[src/gfc_pkg.sv]
/*
 * constants shared by both ends of the gated frequency counter link.
 * assumes one 40 MHz reference clock feeds both ends.
 */
`default_nettype none
package gfc_pkg;
	// select codes on the instrument bus
	localparam int          CODE_W      = 12;
	localparam logic [11:0] CMD_ARM     = 12'h7f0;
	localparam logic [11:0] CMD_OPEN    = 12'h7e0;
	localparam logic [11:0] CMD_CLOSE   = 12'h7e1;
	localparam logic [11:0] CMD_RB_EN   = 12'h7d0;
	localparam logic [11:0] CMD_RB_SH1  = 12'h7c0;
	localparam logic [11:0] CMD_RB_SH2  = 12'h7b0;
	localparam logic [11:0] CMD_RB_SH3  = 12'h7a0;
	////////////////////////////////////////////////////////////////////////////
	// counter geometry
	localparam int CLK_DIV_W = 11;	// divide by 2048
	localparam int CYC_DIV_W = 5;	// divide by 32
	localparam int RB_W      = 4;	// readback nibble
	localparam int RB_STAGES = 4;
	localparam int CNT_W     = CLK_DIV_W + CYC_DIV_W;
	////////////////////////////////////////////////////////////////////////////
	// timing
	localparam int REF_CLK_HZ   = 40_000_000;
	localparam int TIMEBASE_HZ  = 2_000_000;
	localparam int TB_DIV       = REF_CLK_HZ / TIMEBASE_HZ;
	localparam int TB_W         = 5;
	localparam logic [TB_W-1:0] TB_LAST = TB_W'(TB_DIV - 1);
	localparam int CLOSE_TIMEOUT_CARRIES = 16;
	localparam int CARRY_PERIOD_CYC = REF_CLK_HZ / TIMEBASE_HZ * 2048;
	////////////////////////////////////////////////////////////////////////////
	// special function source select (46.x)
	typedef enum logic [1:0] {
		GFC_SRC_OSC   = 2'h0,
		GFC_SRC_INPUT = 2'h1,
		GFC_SRC_NONE  = 2'h2,
		GFC_SRC_AMP   = 2'h3
	} gfc_src_t;
endpackage
`default_nettype wire

[src/gfc_bus_if.sv]
/*
 * instrument bus link between controller and counter device.
 * assumes both ends share ref_clk_i; carry lines are wired-or, active low.
 */
`timescale 1ns/1ps
`default_nettype none
interface gfc_bus_if;
	import gfc_pkg::*;
	logic              sel_stb;
	logic [CODE_W-1:0] sel_code;
	logic [RB_W-1:0]   rb_data;
	logic              clk_carry_n;
	logic              clk_carry_oe;
	logic              cyc_carry_n;
	logic              cyc_carry_oe;
	logic              clock_carry_line_n;
	logic              cycle_carry_line_n;

	// pull-up when nobody drives
	assign clock_carry_line_n = clk_carry_oe ? clk_carry_n : 1'b1;
	assign cycle_carry_line_n = cyc_carry_oe ? cyc_carry_n : 1'b1;

	modport dev (
		input  sel_stb, sel_code,
		output rb_data, clk_carry_n, clk_carry_oe, cyc_carry_n, cyc_carry_oe
	);
	modport ctl (
		output sel_stb, sel_code,
		input  rb_data, clock_carry_line_n, cycle_carry_line_n
	);
endinterface
`default_nettype wire

[src/gfc_device.sv]
/*
 * counter device end: timebase, gate flip-flop, clock and cycle counters,
 * carry drivers and nibble readback.
 * assumes measured signals and mode levels arrive asynchronously on pins.
 */
`timescale 1ns/1ps
`default_nettype none
module gfc_device (
	// clock and reset
	input  wire logic          ref_clk_i,
	input  wire logic          rst_n_i,
	// instrument bus
	gfc_bus_if.dev             bus,
	// measured signals
	input  wire logic          amp_sig_i,
	input  wire logic          in_sig_i,
	input  wire logic          osc_sig_i,
	// mode and source controls
	input  wire gfc_pkg::gfc_src_t special_function_key_i,
	input  wire logic          volt_mode_i,
	input  wire logic          conv_done_i,
	// status
	output logic               gate_open_o,
	output logic               counting_o
);
	import gfc_pkg::*;

	////////////////////////////////////////////////////////////////////////////
	// pin synchronisers
	localparam int SY_W = 7;
	logic [SY_W-1:0] sy1_q;
	logic [SY_W-1:0] sy2_q;
	logic [SY_W-1:0] sy_raw;

	assign sy_raw = {special_function_key_i, conv_done_i, volt_mode_i,
		osc_sig_i, in_sig_i, amp_sig_i};

	always_ff @(posedge ref_clk_i or negedge rst_n_i)
	begin
		if (!rst_n_i)
		begin
			sy1_q <= '0;
			sy2_q <= '0;
		end
		else
		begin
			sy1_q <= sy_raw;
			sy2_q <= sy1_q;
		end
	end

	logic     amp_s;
	logic     in_s;
	logic     osc_s;
	logic     volt_s;
	logic     done_s;
	gfc_src_t src_s;

	assign amp_s  = sy2_q[0];
	assign in_s   = sy2_q[1];
	assign osc_s  = sy2_q[2];
	assign volt_s = sy2_q[3];
	assign done_s = sy2_q[4];
	assign src_s  = gfc_src_t'(sy2_q[6:5]);

	////////////////////////////////////////////////////////////////////////////
	// state
	logic                 selected_measured_signal;
	logic                 selected_measured_signal_prev_q;
	logic                 selected_measured_signal_prev_d;
	logic [TB_W-1:0]      tb_cnt_q;
	logic [TB_W-1:0]      tb_cnt_d;
	logic                 gate_ff_q;	// high holds gate closed
	logic                 gate_ff_d;
	logic                 gate_din_q;
	logic                 gate_din_d;
	logic                 volt_en_q;
	logic                 volt_en_d;
	logic                 drv_en_q;
	logic                 drv_en_d;
	logic [CLK_DIV_W-1:0] clk_cnt_q;
	logic [CLK_DIV_W-1:0] clk_cnt_d;
	logic [CYC_DIV_W-1:0] cyc_cnt_q;
	logic [CYC_DIV_W-1:0] cyc_cnt_d;
	logic                 clk_car_q;
	logic                 clk_car_d;
	logic                 cyc_car_q;
	logic                 cyc_car_d;
	logic [CNT_W-1:0]     rb_q;
	logic [CNT_W-1:0]     rb_d;
	logic                 rb_en_q;
	logic                 rb_en_d;
	logic                 gate_open_q;
	logic                 gate_open_d;
	logic                 counting_q;
	logic                 counting_d;

	function automatic logic is_cmd(input logic stb, input logic [CODE_W-1:0] code,
		input logic [CODE_W-1:0] want);
		is_cmd = stb && (code == want);
	endfunction

	always_comb
	begin
		unique case (src_s)
			GFC_SRC_AMP:   selected_measured_signal = amp_s;
			GFC_SRC_INPUT: selected_measured_signal = in_s;
			GFC_SRC_OSC:   selected_measured_signal = osc_s;
			GFC_SRC_NONE:  selected_measured_signal = 1'b0;
		endcase
	end

	////////////////////////////////////////////////////////////////////////////
	// next state
	logic fall;
	logic tb_tick;
	logic freq_gate;
	logic clk_en;

	always_comb
	begin
		fall        = selected_measured_signal_prev_q && !selected_measured_signal;
		tb_tick     = (tb_cnt_q == TB_LAST);
		selected_measured_signal_prev_d = selected_measured_signal;
		tb_cnt_d    = tb_tick ? '0 : tb_cnt_q + 1'b1;
		gate_ff_d   = gate_ff_q;
		gate_din_d  = gate_din_q;
		volt_en_d   = volt_en_q;
		drv_en_d    = drv_en_q;
		clk_cnt_d   = clk_cnt_q;
		cyc_cnt_d   = cyc_cnt_q;
		clk_car_d   = 1'b0;
		cyc_car_d   = 1'b0;
		rb_d        = rb_q;
		rb_en_d     = rb_en_q;

		// frequency gate only when gate flop clear and not in voltage mode
		freq_gate = !gate_ff_q && !volt_s;
		clk_en    = freq_gate || (volt_s && volt_en_q && !done_s);

		// gate flop clocks on falling edge of measured signal
		if (fall)
			gate_ff_d = gate_din_q;

		if (clk_en && tb_tick)
		begin
			clk_cnt_d = clk_cnt_q + 1'b1;
			// no pulse while the line driver is off
			if (&clk_cnt_q && drv_en_q)
				clk_car_d = 1'b1;
		end
		// cycle counter idle in voltage mode
		if (freq_gate && fall)
		begin
			cyc_cnt_d = cyc_cnt_q + 1'b1;
			if (&cyc_cnt_q && drv_en_q)
				cyc_car_d = 1'b1;
		end

		if (is_cmd(bus.sel_stb, bus.sel_code, CMD_ARM))
		begin
			gate_ff_d  = 1'b1;
			gate_din_d = 1'b1;
			volt_en_d  = 1'b0;
			clk_cnt_d  = '0;
			cyc_cnt_d  = '0;
			drv_en_d   = 1'b1;
			rb_en_d    = 1'b0;
			rb_d       = '0;
			clk_car_d  = 1'b0;
			cyc_car_d  = 1'b0;
		end
		else if (is_cmd(bus.sel_stb, bus.sel_code, CMD_OPEN))
		begin
			if (volt_s)
				volt_en_d = 1'b1;
			else
				gate_din_d = 1'b0;
		end
		else if (is_cmd(bus.sel_stb, bus.sel_code, CMD_CLOSE))
			gate_din_d = 1'b1;
		else if (is_cmd(bus.sel_stb, bus.sel_code, CMD_RB_EN))
		begin
			// snapshot of held counts; counters themselves stay put
			rb_d     = {cyc_cnt_q, clk_cnt_q};
			rb_en_d  = 1'b1;
			drv_en_d = 1'b0;
			clk_car_d = 1'b0;
			cyc_car_d = 1'b0;
		end
		else if (rb_en_q && (is_cmd(bus.sel_stb, bus.sel_code, CMD_RB_SH1)
			|| is_cmd(bus.sel_stb, bus.sel_code, CMD_RB_SH2)
			|| is_cmd(bus.sel_stb, bus.sel_code, CMD_RB_SH3)))
			rb_d = {{RB_W{1'b0}}, rb_q[CNT_W-1:RB_W]};

		gate_open_d = freq_gate;
		counting_d  = clk_en;
	end

	////////////////////////////////////////////////////////////////////////////
	// registers
	always_ff @(posedge ref_clk_i or negedge rst_n_i)
	begin
		if (!rst_n_i)
		begin
			selected_measured_signal_prev_q <= 1'b0;
			tb_cnt_q    <= '0;
			gate_ff_q   <= 1'b1;
			gate_din_q  <= 1'b1;
			volt_en_q   <= 1'b0;
			drv_en_q    <= 1'b0;
			clk_cnt_q   <= '0;
			cyc_cnt_q   <= '0;
			clk_car_q   <= 1'b0;
			cyc_car_q   <= 1'b0;
			rb_q        <= '0;
			rb_en_q     <= 1'b0;
			gate_open_q <= 1'b0;
			counting_q  <= 1'b0;
		end
		else
		begin
			selected_measured_signal_prev_q <= selected_measured_signal_prev_d;
			tb_cnt_q    <= tb_cnt_d;
			gate_ff_q   <= gate_ff_d;
			gate_din_q  <= gate_din_d;
			volt_en_q   <= volt_en_d;
			drv_en_q    <= drv_en_d;
			clk_cnt_q   <= clk_cnt_d;
			cyc_cnt_q   <= cyc_cnt_d;
			clk_car_q   <= clk_car_d;
			cyc_car_q   <= cyc_car_d;
			rb_q        <= rb_d;
			rb_en_q     <= rb_en_d;
			gate_open_q <= gate_open_d;
			counting_q  <= counting_d;
		end
	end

	////////////////////////////////////////////////////////////////////////////
	// outputs; carry lines are active low and only driven while armed
	assign bus.clk_carry_n  = !clk_car_q;
	assign bus.clk_carry_oe = drv_en_q;
	assign bus.cyc_carry_n  = !cyc_car_q;
	assign bus.cyc_carry_oe = drv_en_q;
	// rb_q stays zero until readback is enabled, so no output mux
	assign bus.rb_data      = rb_q[RB_W-1:0];
	assign gate_open_o      = gate_open_q;
	assign counting_o       = counting_q;
endmodule // gfc_device
`default_nettype wire

[src/flat_wrapper.sv]
// flat-port wrapper written by rule: the top's interface ports become plain ports
module gfc_device_flat import gfc_pkg::*;
  (ref_clk_i, rst_n_i, amp_sig_i, in_sig_i, osc_sig_i, special_function_key_i, volt_mode_i, conv_done_i, gate_open_o, counting_o, bus_sel_stb, bus_sel_code, bus_rb_data, bus_clk_carry_n, bus_clk_carry_oe, bus_cyc_carry_n, bus_cyc_carry_oe);
  gfc_bus_if bus_i ();
  input  wire logic ref_clk_i;
  input  wire logic rst_n_i;
  input  wire logic amp_sig_i;
  input  wire logic in_sig_i;
  input  wire logic osc_sig_i;
  input  wire gfc_pkg::gfc_src_t special_function_key_i;
  input  wire logic volt_mode_i;
  input  wire logic conv_done_i;
  output logic gate_open_o;
  output logic counting_o;
  input wire logic [$bits(bus_i.sel_stb)-1:0] bus_sel_stb;
  input wire logic [$bits(bus_i.sel_code)-1:0] bus_sel_code;
  output wire logic [$bits(bus_i.rb_data)-1:0] bus_rb_data;
  output wire logic [$bits(bus_i.clk_carry_n)-1:0] bus_clk_carry_n;
  output wire logic [$bits(bus_i.clk_carry_oe)-1:0] bus_clk_carry_oe;
  output wire logic [$bits(bus_i.cyc_carry_n)-1:0] bus_cyc_carry_n;
  output wire logic [$bits(bus_i.cyc_carry_oe)-1:0] bus_cyc_carry_oe;
  assign bus_i.sel_stb = bus_sel_stb;
  assign bus_i.sel_code = bus_sel_code;
  assign bus_rb_data = bus_i.rb_data;
  assign bus_clk_carry_n = bus_i.clk_carry_n;
  assign bus_clk_carry_oe = bus_i.clk_carry_oe;
  assign bus_cyc_carry_n = bus_i.cyc_carry_n;
  assign bus_cyc_carry_oe = bus_i.cyc_carry_oe;
  gfc_device u_core (.ref_clk_i(ref_clk_i), .rst_n_i(rst_n_i), .bus(bus_i), .amp_sig_i(amp_sig_i), .in_sig_i(in_sig_i), .osc_sig_i(osc_sig_i), .special_function_key_i(special_function_key_i), .volt_mode_i(volt_mode_i), .conv_done_i(conv_done_i), .gate_open_o(gate_open_o), .counting_o(counting_o));
endmodule
[config.mk]
export PLATFORM = sky130hd
export DESIGN_NAME = gfc_device_flat
export DESIGN_NICKNAME = d
export VERILOG_FILES = /design/src/gfc_pkg.sv /design/src/gfc_bus_if.sv /design/src/gfc_device.sv /design/src/flat_wrapper.sv
export SDC_FILE = /design/constraint.sdc
export NUM_CORES = 1
export LEC_CHECK = 0
export BUFFER_PORTS_ARGS = -buffer_cell sky130_fd_sc_hd__buf_2
export CELL_PAD_IN_SITES_DETAIL_PLACEMENT = 1
export CELL_PAD_IN_SITES_GLOBAL_PLACEMENT = 2
export CORE_ASPECT_RATIO = 0.5
export CORE_UTILIZATION = 43
export CTS_BUF_LIST = sky130_fd_sc_hd__clkbuf_4
export DETAILED_ROUTE_END_ITERATION = 6
export HOLD_SLACK_MARGIN = 0.12
export PLACE_DENSITY_LB_ADDON = 0.25
export SETUP_SLACK_MARGIN = 0.2
export SLEW_MARGIN = 20
export SYNTH_ARGS = -nofsm -noshare
export SYNTH_HDL_FRONTEND = slang
export SYNTH_SLANG_ARGS = --single-unit
[constraint.sdc]
create_clock -name ref_clk_i -period 2.5 [get_ports ref_clk_i]
set_input_delay 0.125 -clock ref_clk_i [delete_from_list [all_inputs] [get_ports ref_clk_i]]
set_output_delay 0.125 -clock ref_clk_i [all_outputs]
set_load 0.05 [all_outputs]
# --- Yosys cells after proc, flatten, opt, wreduce, memory -nomap -nowiden ---
# Index checks and enable logic that the tools add are counted.
word_totals:
  regBits: 61
  latch_bits: 0
  ram_bits: 0
  mem_bits_ro: 0
  in_bits: 22
  out_inout_bits: 10
  wordCells: 113
  mem_count: 0
classes:
  n_addsub: 3
  multipliers: 0
  n_div: 0
  magnitude_cmp: 0
  eq_ne: 14
  n_shift: 0
  n_mux: 40
  bitwise: 0
  reduce_logical: 40
op_table:
  columns: ["operator", "count"]
  rows:
  - ["12-bit by 11-bit == test with 1-bit output (second input constant)", 7]
  - ["16-bit two-way mux", 5]
  - ["1-bit two-way mux", 29]
  - ["11-bit two-way mux", 2]
  - ["1-bit logical AND", 16]
  - ["5-bit two-way mux", 3]
  - ["2-bit nonzero test", 6]
  - ["11-bit by 1-bit adder with 11-bit output (second input constant)", 1]
  - ["11-bit AND reduction", 1]
  - ["5-bit by 1-bit adder with 5-bit output (second input constant)", 2]
  - ["1-bit logical NOT", 6]
  - ["3-bit AND reduction", 2]
  - ["3-bit nonzero test", 2]
  - ["5-bit == test (second input constant)", 1]
  - ["5-bit AND reduction", 1]
  - ["2-bit == test (second input constant)", 2]
  - ["2-bit by 1-bit != test with 1-bit output (second input constant)", 2]
  - ["1-bit case mux with 4 select lines", 1]
  - ["2-bit AND reduction", 2]
  - ["1-bit logical OR", 3]
  - ["3-bit != test (second input constant)", 1]
  - ["2-bit by 1-bit == test with 1-bit output (second input constant)", 1]
  - ["2-bit logical NOT", 1]

# --- Longest topological paths before layout ---
# Gate-level depths: netlist of the first run.
depth:
  word_depth: 10
  depth_mapped: 7
  mapped_depth_nobuf: 6

# --- Worst setup path after synthesis of the first run ---
# No wires, ideal clock.
synth_timing:
  kind: "register to register"
  startpoint: "register u_core.sy2_q[3]"
  endpoint: "register u_core.clk_cnt_q[5]"
  setup_ps: 120
  t_arrival_ps: 1444
  t_required_ps: 2380
  setup_slack_ps: 936
  stages_incl_launch_ff: 6
  path_buffers: 0
  period_less_slack_ps: 1564
  cell_sequence: "dfrtp_1 or2_2 a211oi_1 nand3_1 xor2_1 nor2_1"
synth_between:
  elab_chain_cells: 5
  word_cells_on_any_way: 7
  classes_between: "reduce/logical (7)"
synth_rtl:
  columns: ["element", "line_no", "text"]
  rows:
  - ["start, declared", "gfc_device.sv:32", "logic [SY_W-1:0] sy2_q;"]
  - ["start signal, assigned", "gfc_device.sv:48", "sy2_q <= sy1_q;"]
  - ["1-bit logical NOT or 1-bit logical AND (tied branches)", "gfc_device.sv:138, gfc_device.sv:139", null]
  - ["1-bit logical AND (on tied branches)", "gfc_device.sv:138, gfc_device.sv:139", null]
  - ["1-bit logical OR *", "gfc_device.sv:139", "clk_en = freq_gate || (volt_s && volt_en_q && !done_s);"]
  - ["1-bit logical AND *", "gfc_device.sv:145", "if (clk_en && tb_tick)"]
  - ["2-bit nonzero test (no source line) *", null, null]
  - ["end signal, assigned", "gfc_device.sv:229", "clk_cnt_q <= clk_cnt_d;"]
  - ["end, declared", "gfc_device.sv:81", "logic [CLK_DIV_W-1:0] clk_cnt_q;"]
# Every way passes the cells marked *; elsewhere a longest branch is shown, timed or not.
# A chain may end at the register's enable or synchronous reset.

# --- Worst setup path after layout of the first run ---
layout_timing:
  startpoint: "register u_core.tb_cnt_q[0]"
  endpoint: "register u_core.clk_cnt_q[10]"
layout_between:
  elab_chain_cells: 3
layout_rtl:
  columns: ["element", "line_no", "text"]
  rows:
  - ["start, declared", "gfc_device.sv:71", "logic [TB_W-1:0] tb_cnt_q;"]
  - ["start signal, assigned", "gfc_device.sv:224", "tb_cnt_q <= tb_cnt_d;"]
  - ["5-bit == test", "gfc_device.sv:123", "tb_tick = (tb_cnt_q == TB_LAST);"]
  - ["1-bit logical AND", "gfc_device.sv:145", null]
  - ["2-bit nonzero test (no source line)", null, null]
# Every way passes these cells.

==> impl_summary.log, run 1 <==
[metrics] number of synthesized register bits: 61
[metrics] post-synth top area cell: sky130_fd_sc_hd__dfrtp_1
[metrics] number of antenna violations at the first check in global routing: 0
[metrics] slew of the pin with the lowest slew margin: around 730 ps
[metrics] Clock Path Buffers: 2
[metrics] CP endpoint kind: flop
[metrics] critical path launch point type: flop
[metrics] total via count in the routed design: around 1800
[metrics] worst hold path class: in2reg
[metrics] maximum vdd drop: slightly above 0.5 mV
[metrics] Power Density: ~620 nW/um2
[metrics] footprint of the multi-input gates: about 990 um2
[metrics] Total Negative Setup Slacks: 0 ps
[metrics] Final Net Count: between 200 and 300
[metrics] worst hold path stage count: 5
[metrics] classification of the worst setup path: reg2reg
[metrics] # port buffers: 31
[metrics] post-CTS setup repair buffer count: 0
[metrics] drt pass-1 iters: 4
[metrics] core box area: approximately 5700 um2
[metrics] unrepaired setup endpoints after global routing: no
[metrics] CP max-delay cell: sky130_fd_sc_hd__a211oi_1
[metrics] most common cell after layout, fill and taps aside: sky130_fd_sc_hd__dfrtp_1
[metrics] routed wire length per instance: about 16 um
[metrics] total clock buffers created by CTS: 9
[metrics] Resized cells post-CTS: 0
[metrics] Worst Hold Endpoint: u_core.gate_din_q$_DFFE_PN1P_
[metrics] critical-path maximum fanout: 5
[metrics] Starting Density: 46.4%
[metrics] Post-synth ARST share: 100%
[metrics] EDFF count, synth: 0
[metrics] worst endpoint required time: between 2000 and 3000 ps
[metrics] # clock sinks: 61
[metrics] wire length of the first global-routing pass: approximately 9600 um
[metrics] area of the die: roughly 6500 um2
[metrics] post-synthesis average cell area: between 10 and 15 um2
[metrics] commonest non-fill, non-tap cells in the layout: sky130_fd_sc_hd__dfrtp_1, sky130_fd_sc_hd__buf_2, sky130_fd_sc_hd__nand2_1
[metrics] Placed Instances: 320
[metrics] Worst Min Path Start: bus_sel_code[0]
[metrics] worst slew slack as a fraction of its limit: 51.4%
[metrics] number of antenna-violating nets in the routed design: 0
[metrics] TritonCTS clock tree: built
[metrics] ports placed on the boundary: 32
[metrics] final non-filler cell total: approximately 350
[metrics] ratio of final minimum period to clock period: between 70% and 80%
[metrics] Final Wtd Congestion: about 0.76
[metrics] Syn. warnings: 0
[metrics] num rows: 19
[metrics] Largest stage delay, worst path: approximately 470 ps
[metrics] count of hold buffers inserted by post-cts repair: 11
[metrics] number of global-route vias before repair: 1968
[metrics] final wirelength: 5450 um
[metrics] Critical R2R Capture: u_core.clk_cnt_q[10]$_DFFE_PN0P_
[metrics] path depth of the worst reg2reg path: 6
[metrics] Clk pin slew, worst setup/hold paths: about 90 ps
[metrics] maximum number of pins on one net before global-route repair: 32
[metrics] share of Yosys cell area claimed by the top area cell type: approximately 56%
[metrics] most used flip-flop cell after synthesis: sky130_fd_sc_hd__dfrtp_1
[metrics] total half-perimeter wirelength after legalization and detailed placement: between 3000 and 4000 um
[metrics] ranking of synthesized cells by area: sky130_fd_sc_hd__dfrtp_1, sky130_fd_sc_hd__mux2i_1, sky130_fd_sc_hd__nand2_1
[metrics] maximum level of the CTS H-tree: 3
[metrics] diodes inserted: 0
[metrics] register area share after synthesis: between 50% and 60%
[metrics] sequence of cells on the critical path: ha_1 > nand4bb_1 > a211oi_1 > nand3_1 > xnor2_1 > nor2_1
[metrics] Root Buffer Master: sky130_fd_sc_hd__clkbuf_4
[metrics] FF+latch area: approximately 1500 um2
[metrics] clock network latency to the later pin of the worst-skew pair: slightly below 400 ps
[metrics] routed vias/inst: around 5.1
[metrics] result of the run: completed
[metrics] Fill cells: ~630
[metrics] gate count after technology mapping: 227
[metrics] Area Growth Syn to Fin: 14.8%
[metrics] worst setup slack for register-to-register paths: 600 ps
[metrics] final critical path time including I/O delays and setup: ~1900 ps
[metrics] global-route total usage across every layer: between 20% and 30%
[metrics] detailed router's first-iteration violation count: 23
[metrics] cell area after synthesis: ~2600 um2
[metrics] critical path launch point: u_core.tb_cnt_q[0]$_DFF_PN0_
[metrics] Max Clock Skew: roughly 9.2 ps
[metrics] Worst Hold Slack: roughly 190 ps
[metrics] Max Fclk: 527 MHz
[metrics] number of max-slew violations in the final report: 0
[metrics] standby leakage power: ~1.4 nW
[metrics] max-cap viol count: 0
[metrics] synth unique cells: 45
[metrics] width of the chip: around 110 um
[metrics] synthesized net count: between 200 and 300
[metrics] Critical R2R Launch: u_core.tb_cnt_q[0]$_DFF_PN0_
[metrics] final number of setup-violating endpoints: 0
[metrics] height of the chip: 57.5 um
[metrics] Overflow after GRT: 0
[metrics] post-route DRC violation count: 0
[metrics] arrival time at the worst endpoint: 2180 ps
[metrics] share of final-layout standard cells stronger than drive strength 1: around a quarter
[metrics] final hold violation count: 0
-- critical path: cells and delay by family (launching register included) --
family                   cells  cell delay [ps]
flip-flops                   1              370
AND/OR/NAND/NOR              3              490
XOR/XNOR                     1              190
adder cells (fa/ha/maj)      1              270
AO/OA/AOI/OAI                1              470
-- flip-flops by register name, summed over array words and instances, names as in the netlist, 5 cells and up --
| register | count |
|---|---|
| u_core.sy1_q | 7 |
| u_core.clk_cnt_q | 11 |
| u_core.tb_cnt_q | 5 |
| u_core.sy2_q | 7 |
| u_core.cyc_cnt_q | 5 |
| u_core.rb_q | 16 |
-- cell families (layout without fill, tap and decap cells) --
| logic type | count (synthesis) | count (layout) | share of synthesized area [%] |
|---|---|---|---|
| flops | 61 | 61 | 57.8 |
| simple gates | 78 | 78 | 15.8 |
| compound gates | 32 | 32 | 8.42 |
| fa+ha+maj | 4 | 4 | 1.89 |
| xor+xnor | 15 | 15 | 4.96 |
| buf+inv | 20 | 67 | 4.73 |
| mux | 17 | 17 | 6.43 |
-- per-stage QoR --
stage / instance area, um2 / util [%] / power [mW] / worst slack, ps
finish: 3040 / 53.2 / 1.90 / 604
global route: 3040 / 53.2 / 2.01 / 390
CTS: 3040 / 53.2 / 1.93 / 598
detailed placement: 2820 / 49.5 / 1.35 / 604
global placement: 2820 / 49.5 / 1.34 / 713
floorplan: 2650 / - / 1.26 / 936
-- synthesized netlist by cell type (all sizes together) (3+ instances only) --
library cell and number:
a22o 5, and3 5, buf 10, dfrtp 59
ha 4, inv 7, mux2i 17, nand2 23
nand3 8, nand4 4, nor2 22, nor3 3
o21ai 19, xnor2 6, xor2 9
-- area by class of cell --
type / instances / area share (%)
Tap cell: 73 / 3.01
Clock inverter: 4 / 0.535
Timing Repair Buffer: 44 / 9.64
Clock buffer: 12 / 2.97
Inverter: 7 / 0.865
Multi-Input combinational cell: 146 / 32.7
Sequential cell: 61 / 50.3
-- layer usage --
metal	part of all wire, %	track usage (%)	up-vias	wire length [um]
met1	48	24.2	884	2590
met2	48	34.6	25	2620
met3	3.5	6.06	6	191
met4	0.77	8.46	0	42
met5	0	0	-	0
li1	-	-	868	-
-- power by group --
part / internal (mW) / switching, mW / leakage [nW] / total [mW]
Clock: 0.227 / 0.326 / 0.0638 / 0.554
Sequential: 1.06 / 0.0841 / 0.757 / 1.14
Combinational: 0.0957 / 0.103 / 0.535 / 0.199
-- worst max path at each step --
stage	to	slack, ps	depth (start not counted)
final	u_core.clk_cnt_q[10]$_DFFE_PN0P_	600	6
after floorplan	u_core.clk_cnt_q[5]$_DFFE_PN0P_	940	5
after global placement	u_core.clk_cnt_q[5]$_DFFE_PN0P_	710	6
after global routing	u_core.clk_cnt_q[5]$_DFFE_PN0P_	390	6
after detailed placement	u_core.clk_cnt_q[10]$_DFFE_PN0P_	600	6
after CTS	u_core.clk_cnt_q[10]$_DFFE_PN0P_	600	6
Power figures use the tool's default switching activity.
==> inputs of run 2 (changes only) <==
Settings changed: CORE_UTILIZATION 43 to 36.
Clock period 2.5 ns to 1.6 ns, I/O delays scaled along.
==> impl_summary.log, run 2 (same netlist as run 1, synthesis figures left out) <==
[metrics] result of the run: completed
[metrics] critical path launch point type: flop
[metrics] Critical R2R Capture: u_core.clk_cnt_q[5]$_DFFE_PN0P_
[metrics] largest registers in the final layout: u_core.rb_q x16, u_core.clk_cnt_q x11
[metrics] detailed router's first-iteration violation count: 80 (+250%)
[metrics] standby leakage power: 1.51 nW (+11%)
[metrics] Post-DP Area: 2960 um2 (+4.9%)
[metrics] global-route total usage across every layer: 18.0% (-2.1 points)
[metrics] Overflow after GRT: 0 (unchanged)
[metrics] total chip power: 3.25 mW (+71%)
[metrics] total half-perimeter wirelength after legalization and detailed placement: 3970 um (+2.2%)
[metrics] core box area: 6880 um2 (+21%)
[metrics] top routing layer used: met4
[metrics] diodes inserted: 0 (unchanged)
[metrics] least setup slack across all paths after layout: 55.3 ps (-548 ps)
[metrics] # port buffers: 31 (unchanged)
[metrics] final standard cell utilization of the core: 50.2% (-3.0 points)
[metrics] unrepaired setup endpoints after global routing: yes
[metrics] worst slew slack as a fraction of its limit: 74.3% (+23 points)
[metrics] WL met3: 174 um (-8.9%)
[metrics] max-cap viol count: 0 (unchanged)
[metrics] Area Growth Syn to Fin: 30.7%
[metrics] Worst Hold Endpoint: u_core.rb_en_q$_DFFE_PN0P_
[metrics] Final Wtd Congestion: 0.707 (-7.3%)
[metrics] number of antenna violations at the first check in global routing: 0 (unchanged)
[metrics] final number of setup-violating endpoints: 0 (unchanged)
[metrics] Root Buffer Master: sky130_fd_sc_hd__clkbuf_4
[metrics] Clk pin slew, worst setup/hold paths: 100 ps (about the same)
[metrics] post-route DRC violation count: 0 (unchanged)
[metrics] routed vias/inst: 4.83 (-6.1%)
[metrics] total via count in the routed design: 1877 (+5.3%)
[metrics] number of antenna-violating nets in the routed design: 0 (unchanged)
[metrics] max FFs per register: 16 (unchanged)
[metrics] Total Negative Setup Slacks: 0 ps (unchanged)
[metrics] Reg with most FFs: u_core.rb_q
[metrics] Final Net Count: 318 (+7.8%)
[metrics] total clock buffers created by CTS: 9 (unchanged)
[metrics] final non-filler cell area: 3460 um2 (+14%)
[metrics] maximum level of the CTS H-tree: 3 (unchanged)
[metrics] maximum vdd drop: 0.571 mV (+14%)
[metrics] Largest stage delay, worst path: 410 ps (-60 ps)
[metrics] worst hold path class: in2reg
[metrics] routed length on met2: 2850 um (+8.7%)
[metrics] routed wire length per instance: 15.1 um (-4.1%)
[metrics] Critical R2R Launch: u_core.tb_cnt_q[1]$_DFF_PN0_
[metrics] Clock Path Buffers: 2 (unchanged)
[metrics] final critical path time including I/O delays and setup: 1540 ps (-352 ps)
[metrics] Power Density: 940 nW/um2 (+51%)
[metrics] area of the die: 7720 um2 (+19%)
[metrics] arrival time at the worst endpoint: 1820 ps (-360 ps)
[metrics] most common cell after layout, fill and taps aside: sky130_fd_sc_hd__dfrtp_1
[metrics] sequence of cells on the critical path: ha_4 > nand4bb_4 > a211oi_4 > nand3_2 > xor2_1 > nor2_1
[metrics] commonest non-fill, non-tap cells in the layout: sky130_fd_sc_hd__dfrtp_1, sky130_fd_sc_hd__buf_2, sky130_fd_sc_hd__nor2_1
[metrics] width of the chip: 123 um (+9.1%)
[metrics] clock network latency to the later pin of the worst-skew pair: 400 ps (about the same)
[metrics] worst endpoint required time: 1870 ps (-910 ps)
[metrics] Worst Min Path Start: bus_sel_code[5]
[metrics] final hold violation count: 0 (unchanged)
[metrics] slew of the pin with the lowest slew margin: 380 ps (-348 ps)
[metrics] # clock sinks: 61 (unchanged)
[metrics] maximum number of pins on one net before global-route repair: 30 (-6.3%)
[metrics] post-placement worst setup slack: -44.2 ps (-648 ps)
[metrics] worst setup slack for register-to-register paths: 60 ps (-550 ps)
[metrics] drt pass-1 iters: 4 (unchanged)
[metrics] wire length on met1: 2790 um (+7.7%)
[metrics] classification of the worst setup path: reg2reg
[metrics] wire length of the first global-routing pass: 10300 um (+7.2%)
[metrics] ports placed on the boundary: 32 (unchanged)
[metrics] number of global-route vias before repair: 2064 (+4.9%)
[metrics] worst hold path stage count: 5 (unchanged)
[metrics] CP max-delay cell: sky130_fd_sc_hd__dfrtp_1
[metrics] Max Clock Skew: 9.96 ps (+0.727 ps)
[metrics] ratio of final minimum period to clock period: 96.5% (+21 points)
[metrics] Starting Density: 38.4% (-7.9 points)
[metrics] path depth of the worst reg2reg path: 6 (unchanged)
[metrics] Max Fclk: 647 MHz (+23%)
[metrics] CP endpoint kind: flop
[metrics] critical-path maximum fanout: 4 (-1)
[metrics] height of the chip: 62.6 um (+9.0%)
[metrics] TritonCTS clock tree: built
[metrics] final wirelength: 5860 um (+7.5%)
[metrics] num rows: 21 (+2)
[metrics] number of max-slew violations in the final report: 0 (unchanged)
[metrics] share of final-layout standard cells stronger than drive strength 1: 36.0% (+13 points)
## run 2: what timing repair did
item | 4_1_cts | 5_1_grt
setup endpoints to repair | 18 | 30
endpoints found under the hold margin | 71 | 0
gates resized for setup | 11 | 18
pin swaps | 13 | 15
gates cloned | 0 | 0
setup buffers | 6 | 6
hold buffers | 14 | 0
## run 2: stage by stage
stage | instances | hold WS, ps
after floorplan | 227 | -216
after global placement | 347 | 23.3
after detailed placement | 347 | 35.0
after CTS | 383 | 159
after global routing | 389 | 171
final | 389 | 184
## run 2: how the worst max path moves through the flow
| stage | from | to | slack (ps) | depth (start not counted) |
|---|---|---|---|---|
| 2_1_floorplan | bus_sel_code[11] | u_core.rb_q[6]$_DFFE_PN0P_ | 150 | 6 |
| 3_3_place_gp | u_core.tb_cnt_q[0]$_DFF_PN0_ | u_core.clk_cnt_q[10]$_DFFE_PN0P_ | 20 | 6 |
| 3_5_place_dp | u_core.sy2_q[3]$_DFF_PN0_ | u_core.clk_cnt_q[5]$_DFFE_PN0P_ | -40 | 5 |
| 4_1_cts | u_core.tb_cnt_q[0]$_DFF_PN0_ | u_core.clk_cnt_q[1]$_DFFE_PN0P_ | 40 | 6 |
| 5_1_grt | u_core.tb_cnt_q[1]$_DFF_PN0_ | u_core.clk_cnt_q[8]$_DFFE_PN0P_ | -50 | 6 |
| 6_report | u_core.tb_cnt_q[1]$_DFF_PN0_ | u_core.clk_cnt_q[5]$_DFFE_PN0P_ | 60 | 6 |
## run 2: report_power, final
group	internal [mW]	switching (mW)	total [mW]
Clock	0.464	0.560	1.02
Sequential	1.66	0.112	1.77
Combinational	0.228	0.229	0.457
## run 2: layout make-up
class	count	area, um2
inverter	7	26.3
clock inverter	7	66.3
timing repair buffer	67	500
multi-input combinational	146	1150
clock buffer	9	67.6
tap	92	115
sequential	61	1530
fill	748	3430
## run 2: metal layers
metal / GRT usage (%) / up-vias
met5: 0 / -
met4: 4.07 / 0
li1: - / 906
met3: 6.02 / 4
met2: 28.1 / 23
met1: 24.3 / 944
## run 2: critical path: cells and delay by family (launching register included)
family                   cells  cell delay (ps)
adder cells (fa/ha/maj)      1              190
flip-flops                   1              410
AO/OA/AOI/OAI                1              300
AND/OR/NAND/NOR              3              350
XOR/XNOR                     1              180
==> inputs of run 3 (changes only) <==
Clock period 1.6 ns to 1.3 ns, I/O delays scaled along.
==> impl_summary.log, run 3 (same netlist as run 1, synthesis figures left out) <==
[metrics] Top Family by Delay on Critical Path: flip-flops
[metrics] number of antenna-violating nets in the routed design: 0 (unchanged)
[metrics] diodes inserted: 0 (unchanged)
[metrics] ports placed on the boundary: 32 (unchanged)
[metrics] Overflow after GRT: 0 (unchanged)
[metrics] worst setup slack for register-to-register paths: -250 ps (-300 ps)
[metrics] Critical R2R Launch: u_core.tb_cnt_q[1]$_DFF_PN0_
[metrics] num rows: 21 (unchanged)
[metrics] wire length of the first global-routing pass: 11100 um (+7.6%)
[metrics] unrepaired setup endpoints after global routing: yes
[metrics] Final Net Count: 335 (+5.3%)
[metrics] arrival time at the worst endpoint: 1850 ps (+30 ps)
[metrics] height of the chip: 62.6 um (unchanged)
[metrics] final wirelength: 6470 um (+10%)
[metrics] Clk pin slew, worst setup/hold paths: 90 ps (about the same)
[metrics] maximum level of the CTS H-tree: 3 (unchanged)
[metrics] ratio of final minimum period to clock period: 119% (+22 points)
[metrics] total via count in the routed design: 1988 (+5.9%)
[metrics] count of hold buffers inserted by post-cts repair: 11 (-3)
[metrics] Fill cells: 734 (-1.9%)
[metrics] most common cell after layout, fill and taps aside: sky130_fd_sc_hd__dfrtp_1
[metrics] Placed Instances: 369 (+6.3%)
[metrics] Total Negative Setup Slacks: -2590 ps (-2590 ps)
[metrics] Final Wtd Congestion: 0.721 (+2.0%)
[metrics] critical-path maximum fanout: 4 (unchanged)
[metrics] Area Growth Syn to Fin: 42.9%
[metrics] commonest non-fill, non-tap cells in the layout: sky130_fd_sc_hd__dfrtp_1, sky130_fd_sc_hd__buf_4, sky130_fd_sc_hd__nor2_1
[metrics] maximum vdd drop: 0.763 mV (+34%)
[metrics] routed wire length per instance: 15.9 um (+5.8%)
[metrics] CP endpoint kind: flop
[metrics] Reg with most FFs: u_core.rb_q
[metrics] drt pass-1 iters: 4 (unchanged)
[metrics] path depth of the worst reg2reg path: 6 (unchanged)
[metrics] WL met3: 218 um (+25%)
[metrics] number of max-slew violations in the final report: 0 (unchanged)
[metrics] sequence of cells on the critical path: ha_4 > nand4bb_4 > a211oi_4 > nand3_2 > xor2_2 > nor2_1
[metrics] Worst Min Path Start: bus_sel_code[2]
[metrics] number of global-route vias before repair: 2196 (+6.4%)
[metrics] CP max-delay cell: sky130_fd_sc_hd__dfrtp_1
[metrics] slew of the pin with the lowest slew margin: 513 ps (+133 ps)
[metrics] classification of the worst setup path: reg2reg
[metrics] final number of setup-violating endpoints: 21 (+21)
[metrics] worst endpoint required time: 1600 ps (-270 ps)
[metrics] Max Fclk: 646 MHz (-0.17%)
[metrics] worst path buffer plus inverter count: 0 (unchanged)
[metrics] Root Buffer Master: sky130_fd_sc_hd__clkbuf_4
[metrics] global-route total usage across every layer: 19.8% (+1.8 points)
[metrics] standby leakage power: 1.68 nW (+11%)
[metrics] share of final-layout standard cells stronger than drive strength 1: 44.6% (+8.6 points)
[metrics] routed length on met2: 3070 um (+7.8%)
[metrics] routed vias/inst: 4.90 (+1.5%)
[metrics] Starting Density: 38.4% (unchanged)
[metrics] final hold violation count: 0 (unchanged)
[metrics] clock network latency to the later pin of the worst-skew pair: 410 ps (about the same)
[metrics] wire length on met1: 3090 um (+11%)
[metrics] number of antenna violations at the first check in global routing: 0 (unchanged)
[metrics] post-route DRC violation count: 0 (unchanged)
[metrics] final standard cell utilization of the core: 54.9% (+4.7 points)
[metrics] total chip power: 3.92 mW (+20%)
[metrics] final non-filler cell total: 406 (+4.4%)
[metrics] final critical path time including I/O delays and setup: 1550 ps (+2.65 ps)
[metrics] total half-perimeter wirelength after legalization and detailed placement: 4370 um (+10%)
[metrics] total clock buffers created by CTS: 9 (unchanged)
[metrics] top routing layer used: met4
[metrics] least setup slack across all paths after layout: -247 ps (-303 ps)
[metrics] core box area: 6880 um2 (unchanged)
[metrics] Clock Path Buffers: 2 (unchanged)
[metrics] worst slew slack as a fraction of its limit: 65.8% (-8.5 points)
[metrics] Largest stage delay, worst path: 410 ps (about the same)
[metrics] width of the chip: 123 um (unchanged)
[metrics] critical path launch point type: flop
[metrics] # port buffers: 31 (unchanged)
[metrics] worst hold path class: in2reg
[metrics] max-cap viol count: 0 (unchanged)
[metrics] largest registers in the final layout: u_core.rb_q x16, u_core.clk_cnt_q x11
[metrics] maximum number of pins on one net before global-route repair: 33 (+10%)
[metrics] Max Clock Skew: 11.7 ps (+1.69 ps)
[metrics] detailed router's first-iteration violation count: 96 (+20%)
[metrics] area of the die: 7720 um2 (unchanged)
[metrics] TritonCTS clock tree: built
[metrics] worst hold path stage count: 5 (unchanged)
[metrics] result of the run: finished, violations left
[metrics] Critical R2R Capture: u_core.clk_cnt_q[5]$_DFFE_PN0P_
[metrics] failing checks: negative setup slack
[metrics] # clock sinks: 61 (unchanged)
[metrics] Worst Hold Endpoint: u_core.gate_din_q$_DFFE_PN1P_
[metrics] max FFs per register: 16 (unchanged)
[metrics] Worst Hold Slack: 115 ps (-69.0 ps)
[metrics] Power Density: 1040 nW/um2 (+10%)
==> run 3: worst max-delay path by stage <==
stage,startpoint,to,slack (ps),depth (start not counted)
2_1_floorplan,bus_sel_code[11],u_core.rb_q[6]$_DFFE_PN0P_,-130,6
3_3_place_gp,u_core.sy2_q[4]$_DFF_PN0_,u_core.clk_cnt_q[10]$_DFFE_PN0P_,-200,5
3_5_place_dp,u_core.sy2_q[4]$_DFF_PN0_,u_core.clk_cnt_q[10]$_DFFE_PN0P_,-290,5
4_1_cts,u_core.tb_cnt_q[1]$_DFF_PN0_,u_core.clk_cnt_q[10]$_DFFE_PN0P_,-250,6
5_1_grt,u_core.tb_cnt_q[1]$_DFF_PN0_,u_core.clk_cnt_q[5]$_DFFE_PN0P_,-330,6
6_report,u_core.tb_cnt_q[1]$_DFF_PN0_,u_core.clk_cnt_q[5]$_DFFE_PN0P_,-250,6
==> run 3: power breakdown <==
group          internal [mW]  switching (mW)
registers               2.04           0.129
clock network          0.469           0.649
logic                  0.325           0.306
==> run 3: worst register-to-register path, delay by kind of cell, from the launching register on <==
kind | cells | cell delay, ps
DFF | 1 | 410
xor gates and xnor gates | 1 | 210
adders and majority gates | 1 | 170
and+or+nand+nor | 3 | 370
AOI/OAI and AO/OA | 1 | 290
==> run 3: per-layer routing <==
layer	GRT usage, %	up-vias
met5	0	-
met4	6.78	0
met3	6.02	10
met2	31.0	30
met1	26.1	1004
li1	-	944
==> run 3: metrics by stage <==
| step | area, um2 | setup WS, ps |
|---|---|---|
| floorplan | 2770 | -132 |
| global placement | 3220 | -204 |
| detailed placement | 3220 | -291 |
| finish | 3780 | -247 |
| global route | 3780 | -332 |
| CTS | 3680 | -245 |
==> run 3: final cells by class <==
type / count / area [um2] / area share [%]
flip-flops and latches: 61 / 1530 / 40.4
clock inverters: 3 / 13.8 / 0.364
repair buffers: 84 / 772 / 20.4
inverters: 7 / 26.3 / 0.695
multi-input cells: 146 / 1230 / 32.5
well taps: 92 / 115 / 3.04
clock buffers: 13 / 97.6 / 2.58
==> run 3: what timing repair did <==
item                                    4_1_cts  5_1_grt
gates cloned                                  2        0
resized for setup                            41       21
setup buffers                                 3        5
pin swaps                                    22       10
endpoints found under the setup margin       46       49
endpoints found under the hold margin        71        1
